**src/include/cpu_regs_map.svh**
```systemverilog
`ifndef CPU_REGS_MAP_SVH
`define CPU_REGS_MAP_SVH

// Register indices on the software port.
`define IDX_DATA0       5'h00
`define IDX_DATA1       5'h01
`define IDX_DATA2       5'h02
`define IDX_DATA3       5'h03
`define IDX_ADDR0       5'h04
`define IDX_ADDR1       5'h05
`define IDX_FRAME       5'h06
`define IDX_VECTOR      5'h07
`define IDX_PC          5'h08
`define IDX_USER_SP     5'h09
`define IDX_INT_SP      5'h0A
`define IDX_STATIC      5'h0B
`define IDX_FLAGS       5'h0C
`define IDX_D0_UPPER    5'h0D
`define IDX_D0_LOWER    5'h0E
`define IDX_D1_UPPER    5'h0F
`define IDX_D1_LOWER    5'h10
`define IDX_PAIR_LOW    5'h11
`define IDX_PAIR_HIGH   5'h12
`define IDX_ADDR_PAIR   5'h13
`define IDX_ACTIVE_SP   5'h14

// Flag bit positions.
`define FLAG_C          0
`define FLAG_D          1
`define FLAG_Z          2
`define FLAG_S          3
`define FLAG_B          4
`define FLAG_O          5
`define FLAG_I          6
`define FLAG_U          7
`define FLAG_PRIO_LSB   8
`define FLAG_PRIO_MSB   10

// Reset values.
`define RST_WORD        16'h0000
`define RST_ADDR20      20'h0_0000
`define RST_FLAGS       11'h000

// Highest software interrupt number that moves to the interrupt stack.
`define SWI_STACK_MAX   6'h1F

`endif

```
**src/include/cpu_regs_pkg.sv**
```systemverilog
package cpu_regs_pkg;

    typedef logic [4:0] idx_t;

    // Whole state of the register set, one flop per bit.
    typedef struct packed {
        logic [1:0][3:0][15:0] data;
        logic [1:0][1:0][15:0] addr;
        logic [1:0][15:0]      frame;
        logic [19:0]           vector;
        logic [19:0]           pc;
        logic [15:0]           user_sp;
        logic [15:0]           int_sp;
        logic [15:0]           sbase;
        logic [10:0]           flags;
        logic [31:0]           rdata;
        logic [31:0]           opnd;
        logic [15:0]           sp_act;
        logic                  int_ok;
    } state_s;

endpackage : cpu_regs_pkg

```
**src/design/cpu_register_set.sv**
```systemverilog
`timescale 1ns/1ps
`default_nettype none
`include "cpu_regs_map.svh"

module cpu_register_set
    import cpu_regs_pkg::*;
(
    input  wire logic        clock,
    input  wire logic        rst,
    input  wire logic [4:0]  reg_addr,
    input  wire logic [31:0] reg_wdata,
    input  wire logic        reg_wr,
    input  wire logic        reg_rd,
    output var  logic [31:0] reg_rdata,
    input  wire logic [4:0]  opnd_sel,
    output var  logic [31:0] opnd_data,
    input  wire logic        wb_we,
    input  wire logic [4:0]  wb_sel,
    input  wire logic [31:0] wb_data,
    input  wire logic        alu_flag_we,
    input  wire logic        alu_carry,
    input  wire logic        alu_overflow,
    input  wire logic [15:0] alu_result,
    input  wire logic        pc_load,
    input  wire logic [19:0] pc_next,
    input  wire logic        int_ack,
    input  wire logic        swi_exec,
    input  wire logic [5:0]  swi_num,
    input  wire logic [2:0]  int_level,
    output var  logic        int_enabled,
    output var  logic [10:0] flag_state,
    output var  logic [19:0] pc_value,
    output var  logic [15:0] sp_value
);

    state_s st_ff;
    state_s nxt_st;

    // Read mux shared by the software port and the operand port.
    // Banked registers always come from the bank the flag selects.
    function automatic logic [31:0] reg_read(state_s s, idx_t idx);
        logic        b;
        logic [31:0] v;
        b = s.flags[`FLAG_B];
        v = '0;
        case (idx)
            `IDX_DATA0:     v = {16'h0000, s.data[b][0]};
            `IDX_DATA1:     v = {16'h0000, s.data[b][1]};
            `IDX_DATA2:     v = {16'h0000, s.data[b][2]};
            `IDX_DATA3:     v = {16'h0000, s.data[b][3]};
            `IDX_ADDR0:     v = {16'h0000, s.addr[b][0]};
            `IDX_ADDR1:     v = {16'h0000, s.addr[b][1]};
            `IDX_FRAME:     v = {16'h0000, s.frame[b]};
            `IDX_VECTOR:    v = {12'h000, s.vector};
            `IDX_PC:        v = {12'h000, s.pc};
            `IDX_USER_SP:   v = {16'h0000, s.user_sp};
            `IDX_INT_SP:    v = {16'h0000, s.int_sp};
            `IDX_STATIC:    v = {16'h0000, s.sbase};
            // Bits above the flags read as zero.
            `IDX_FLAGS:     v = {21'h00_0000, s.flags};
            `IDX_D0_UPPER:  v = {24'h00_0000, s.data[b][0][15:8]};
            `IDX_D0_LOWER:  v = {24'h00_0000, s.data[b][0][7:0]};
            `IDX_D1_UPPER:  v = {24'h00_0000, s.data[b][1][15:8]};
            `IDX_D1_LOWER:  v = {24'h00_0000, s.data[b][1][7:0]};
            `IDX_PAIR_LOW:  v = {s.data[b][2], s.data[b][0]};
            `IDX_PAIR_HIGH: v = {s.data[b][3], s.data[b][1]};
            `IDX_ADDR_PAIR: v = {s.addr[b][1], s.addr[b][0]};
            `IDX_ACTIVE_SP: begin
                // Stack flag zero picks the interrupt stack.
                v = {16'h0000, s.flags[`FLAG_U] ? s.user_sp
                                                : s.int_sp};
            end
            default:        v = '0;
        endcase
        return v;
    endfunction : reg_read

    // Write decode shared by both write ports. Byte writes leave the
    // other half untouched; unmapped indices are ignored.
    function automatic state_s reg_write(state_s s, idx_t idx,
                                         logic [31:0] d);
        state_s r;
        logic   b;
        r = s;
        b = s.flags[`FLAG_B];
        case (idx)
            `IDX_DATA0:     r.data[b][0] = d[15:0];
            `IDX_DATA1:     r.data[b][1] = d[15:0];
            `IDX_DATA2:     r.data[b][2] = d[15:0];
            `IDX_DATA3:     r.data[b][3] = d[15:0];
            `IDX_ADDR0:     r.addr[b][0] = d[15:0];
            `IDX_ADDR1:     r.addr[b][1] = d[15:0];
            `IDX_FRAME:     r.frame[b] = d[15:0];
            `IDX_VECTOR:    r.vector = d[19:0];
            `IDX_PC:        r.pc = d[19:0];
            `IDX_USER_SP:   r.user_sp = d[15:0];
            `IDX_INT_SP:    r.int_sp = d[15:0];
            `IDX_STATIC:    r.sbase = d[15:0];
            // The debug bit is stored as written; keeping it zero is
            // up to software.
            `IDX_FLAGS:     r.flags = d[10:0];
            `IDX_D0_UPPER:  r.data[b][0][15:8] = d[7:0];
            `IDX_D0_LOWER:  r.data[b][0][7:0] = d[7:0];
            `IDX_D1_UPPER:  r.data[b][1][15:8] = d[7:0];
            `IDX_D1_LOWER:  r.data[b][1][7:0] = d[7:0];
            `IDX_PAIR_LOW: begin
                r.data[b][0] = d[15:0];
                r.data[b][2] = d[31:16];
            end
            `IDX_PAIR_HIGH: begin
                r.data[b][1] = d[15:0];
                r.data[b][3] = d[31:16];
            end
            `IDX_ADDR_PAIR: begin
                r.addr[b][0] = d[15:0];
                r.addr[b][1] = d[31:16];
            end
            `IDX_ACTIVE_SP: begin
                if (s.flags[`FLAG_U]) begin
                    r.user_sp = d[15:0];
                end else begin
                    r.int_sp = d[15:0];
                end
            end
            default:        r = s;
        endcase
        return r;
    endfunction : reg_write

    // Next-state logic. Later updates take priority over earlier ones:
    // writeback, then software write, then ALU flags, then interrupt
    // events, so an acknowledge in the same cycle as a flag write still
    // closes the interrupt gate and switches to the interrupt stack.
    always_comb begin
        nxt_st = st_ff;
        if (pc_load) begin
            nxt_st.pc = pc_next;
        end
        if (wb_we) begin
            nxt_st = reg_write(nxt_st, wb_sel, wb_data);
        end
        if (reg_wr) begin
            nxt_st = reg_write(nxt_st, reg_addr, reg_wdata);
        end
        if (alu_flag_we) begin
            nxt_st.flags[`FLAG_C] = alu_carry;
            nxt_st.flags[`FLAG_Z] = (alu_result == 16'h0000);
            nxt_st.flags[`FLAG_S] = alu_result[15];
            nxt_st.flags[`FLAG_O] = alu_overflow;
        end
        if (int_ack) begin
            nxt_st.flags[`FLAG_I] = 1'b0;
            nxt_st.flags[`FLAG_U] = 1'b0;
        end
        if (swi_exec) begin
            nxt_st.flags[`FLAG_I] = 1'b0;
            if (swi_num <= `SWI_STACK_MAX) begin
                nxt_st.flags[`FLAG_U] = 1'b0;
            end
        end
        // Read data stand only in the cycle after the strobe.
        nxt_st.rdata = reg_rd ? reg_read(st_ff, reg_addr) : '0;
        // Operand port always follows its select, one cycle later.
        nxt_st.opnd = reg_read(st_ff, opnd_sel);
        nxt_st.sp_act = nxt_st.flags[`FLAG_U] ? nxt_st.user_sp
                                              : nxt_st.int_sp;
        // Gate uses the updated flags, so a request level seen in one
        // cycle is judged against the flags of the next.
        nxt_st.int_ok = nxt_st.flags[`FLAG_I] &&
            (int_level >
             nxt_st.flags[`FLAG_PRIO_MSB:`FLAG_PRIO_LSB]);
    end

    // State register; reset takes constants only.
    always_ff @(posedge clock or posedge rst) begin
        if (rst) begin
            st_ff.data   <= {8{`RST_WORD}};
            st_ff.addr   <= {4{`RST_WORD}};
            st_ff.frame  <= {2{`RST_WORD}};
            st_ff.vector <= `RST_ADDR20;
            st_ff.pc     <= `RST_ADDR20;
            st_ff.user_sp <= `RST_WORD;
            st_ff.int_sp  <= `RST_WORD;
            st_ff.sbase  <= `RST_WORD;
            st_ff.flags  <= `RST_FLAGS;
            st_ff.rdata  <= '0;
            st_ff.opnd   <= '0;
            st_ff.sp_act <= `RST_WORD;
            st_ff.int_ok <= 1'b0;
        end else begin
            st_ff <= nxt_st;
        end
    end

    // Outputs come straight from the state flops.
    assign reg_rdata   = st_ff.rdata;
    assign opnd_data   = st_ff.opnd;
    assign int_enabled = st_ff.int_ok;
    assign flag_state  = st_ff.flags;
    assign pc_value    = st_ff.pc;
    assign sp_value    = st_ff.sp_act;

endmodule : cpu_register_set

`default_nettype wire

```
**config.mk**
```make
export PLATFORM = sky130hd
export DESIGN_NAME = cpu_register_set
export DESIGN_NICKNAME = d
export VERILOG_FILES = /design/src/include/cpu_regs_pkg.sv /design/src/design/cpu_register_set.sv
export VERILOG_INCLUDE_DIRS = /design/src /design/src/include
export SDC_FILE = /design/constraint.sdc
export NUM_CORES = 2
export LEC_CHECK = 0
export BUFFER_PORTS_ARGS = -buffer_cell sky130_fd_sc_hd__buf_2
export CELL_PAD_IN_SITES_DETAIL_PLACEMENT = 0
export CELL_PAD_IN_SITES_GLOBAL_PLACEMENT = 1
export CORE_AREA = 2 2 235 237
export CTS_BUF_LIST = sky130_fd_sc_hd__clkbuf_4
export DETAILED_ROUTE_END_ITERATION = 7
export DIE_AREA = 0 0 237 239
export GPL_TIMING_DRIVEN = 0
export PLACE_DENSITY_LB_ADDON = 0.1
export SYNTH_ARGS = -nofsm -noshare
export SYNTH_HDL_FRONTEND = slang
export SYNTH_SLANG_ARGS = --single-unit
```
**constraint.sdc**
```tcl
create_clock -name clock -period 27.5 [get_ports clock]
set_clock_uncertainty 0.05 [all_clocks]
set_input_delay 1.375 -clock clock [delete_from_list [all_inputs] [get_ports clock]]
set_output_delay 1.375 -clock clock [all_outputs]
set_load 0.01 [all_outputs]
```
==> flow_metrics.env <==
export IMPL_outcome="finished with violations"
export IMPL_violations="design-rule violations, max-capacitance violations, max-slew violations"
export IMPL_grt_pass1_wl_um=227000
export IMPL_fmax_ghz=0.190
export IMPL_wirelength_um=167000
export IMPL_max_stage_delay_ps=1300
export IMPL_grt_ovfl_total=0
export IMPL_min_path_type="in2async"
export IMPL_arrival_ps=5970
export IMPL_slew_viol_final=107
export IMPL_ant_nets=0
export IMPL_htreeDepth=3
export IMPL_synth_cell_type_count=99
export IMPL_path_common_cell="buf_2"
export IMPL_antenna_found_initial=17
export IMPL_period_needed_ps=5250
export IMPL_netlist_area_leader_share_pct=37.0
export IMPL_yosysMostFrequentCell="dfrtp_1"
export IMPL_endpoint_kind="register"
export IMPL_p_total_uw=2210
export IMPL_die_h_um=239
export IMPL_tightest_slew_ps=1700
export IMPL_cp_max_fo=10
export IMPL_hold_buffers=0
export IMPL_cp_cell_sequence="buf_2 > buf_2 > buf_2 > mux2i_1 > o21ai_0 > a2111oi_0 > a31oi_1"
export IMPL_final_setup_tns_ps=0
export IMPL_synth_common_cells="dfrtp_1, nor2_1, mux2i_1"
export IMPL_synthTopCellsByArea="dfrtp_1, mux2i_1, a22oi_1"
export IMPL_worst_path_max_delay_cell="mux2i_1"
export IMPL_synth_warnings=0
export IMPL_drive_above_1_share_pct=22.3
export IMPL_ctsResizeCount=0
export IMPL_io_buffers=224
export IMPL_start_util_pct=50.2
export IMPL_synth_top_area_cell="dfrtp_1"
export IMPL_syn_area_per_cell_um2=8.82
export IMPL_cts_inserted_buffers=112
export IMPL_crit_required_ps=28220
export IMPL_fin_crit_sh_pct=19.1
export IMPL_pin_count=247
export IMPL_grt_start_max_net_pins=128
export IMPL_grt_pass1_vias=29200
export IMPL_clk_pin_slew_ps=70
export IMPL_synth_cells=3097
export IMPL_drt_pass1_iterations=8
export IMPL_leakagePower_uw=0.0141
export IMPL_hpwl_um=122000
export IMPL_fp_row_count=86
export IMPL_critical_path_class="reg2reg"
export IMPL_max_cap_violations=18
export IMPL_power_density_nw_per_um2=71.4
export IMPL_synth_edf_count=0
export IMPL_rsz0062_at_grt="false"
export IMPL_hold_violations=0
export IMPL_finalNetCount=3580
export IMPL_ctsRootBufferMaster="clkbuf_4"
export IMPL_num_vias=31500
export IMPL_start_kind="register"
export IMPL_vias_per_cell=7.40
export IMPL_drc=3
export IMPL_setup_viol=0
export IMPL_dieArea_um2=56600
export IMPL_dpl_worst_slack_ps=22510
export IMPL_synth_fp_nets=3235
export IMPL_drt_iter0_markers=6183
export IMPL_relSlewSlack_pct=-13.3
export IMPL_ys_ff_latch=404
export IMPL_gp_congestion=1.25
export IMPL_area_growth_pct=13.4
export IMPL_finalWorstSetupSlack_ps=22250
export IMPL_post_cts_buffers=0
export IMPL_clk_latency_ps=980
export IMPL_post_drt_wl_per_cell_um=39.3
export IMPL_utilization_pct=57.0
export IMPL_die_w_um=237
export IMPL_cts_sinks=404
export IMPL_seq_area_frac_synth_pct=37.0
export IMPL_tritoncts="yes"
export IMPL_async_reset_ff_share_pct=100
export IMPL_cts_max_path_buffers=3
export IMPL_synth_ff_type="dfrtp_1"
export IMPL_grt_use_total_pct=58.0
export IMPL_syn_area_um2=27300
export IMPL_coreArea_um2=54300
export IMPL_vdd_drop_max_uv=55.0
==> state kept, by name, summed over array words and instances, names as in the netlist <==
signal and flops:
opnd_data 32, int_enabled 1, st_ff 292, sp_value 16
reg_rdata 32, pc_value 20, flag_state 11
==> power by group <==
| part | internal [uW] | switching, uW | total [uW] | leakage, uW |
|---|---|---|---|---|
| sequential | 726 | 121 | 846 | 0.00515 |
| clock | 287 | 298 | 585 | 0.000850 |
| combinational | 248 | 533 | 780 | 0.00805 |
| total | 1260 | 951 | 2210 | 0.0141 |
==> cell type report <==
class                           instances  area, um^2
Clock inverter                         49         319
Inverter                               79         304
Antenna cell                           20        50.0
Tap cell                              704         881
Timing Repair Buffer                  231        1240
Buffer                                372        2070
Sequential cell                       404       10100
Clock buffer                          151        1130
Multi-Input combinational cell       2242       14900
Fill cell                            4952       23400
==> stage by stage <==
step / hold slack, ps / std cells / instance area [um^2]
2_1_floorplan: 423 / 3097 / 27300
3_5_place_dp: 463 / 4028 / 29400
4_1_cts: 413 / 4228 / 30900
5_1_grt: 439 / 4235 / 30900
3_3_place_gp: 454 / 4025 / 29300
6_report: 380 / 4252 / 31000
==> layer usage <==
layer	vias up	global-route usage, %	wire length, um
met4	16	53.7	20400
met2	3150	77.7	64200
met3	1071	32.5	27300
met5	-	1.82	137
li1	12200	-	-
met1	15000	64.5	55300
==> critical path, delay by kind of cell (launching register included) <==
kind,cells,cell delay (ps)
flops,1,350
buf+inv,3,1490
mux,1,1300
compound gates,3,1830
==> kinds of logic after synthesis <==
family / count (synthesis) / share of synthesized area [%]
xor+xnor: 3 / 0.0963
simple gates: 808 / 13.5
compound gates: 1061 / 26.7
fa+ha+maj: 3 / 0.137
flops: 404 / 37.0
mux: 367 / 13.9
buf+inv: 451 / 8.61
==> final timing paths <==
path                          startpoint           end  slack (ps)  cells past startpoint
setup / recovery           flag_state[4]  reg_rdata[8]       22250                      7
hold / removal                       rst    st_ff[373]         380                      2
setup reg to reg           flag_state[4]  reg_rdata[8]       22250                      7
hold reg to reg               st_ff[365]    st_ff[365]         470                      2
max in group asynchronous            rst    st_ff[113]       25420                      4
min in group clock            st_ff[365]    st_ff[365]         470                      2
==> cell usage in the layout (no fill, tap or decap), types with 18 or more instances in the layout <==
cell type / netlist / routed
a21oi_1: 223 / 222
a221oi_1: 60 / 60
a22o_1: 81 / 81
a22oi_1: 172 / 172
buf_2: 86 / 310
buf_4: 126 / 127
clkbuf_1: 135 / 126
clkbuf_4: 0 / 151
clkinv_1: 1 / 34
dfrtp_1: 404 / 404
diode_2: 0 / 20
inv_1: 78 / 77
mux2_2: 92 / 92
mux2i_1: 275 / 272
nand2_1: 253 / 253
nand2b_1: 18 / 18
nand3_1: 42 / 42
nor2_1: 318 / 318
nor3_1: 32 / 32
o211ai_1: 22 / 22
o21ai_0: 188 / 187
o22ai_1: 86 / 85
No activity file was read; power rests on OpenSTA's default activity.
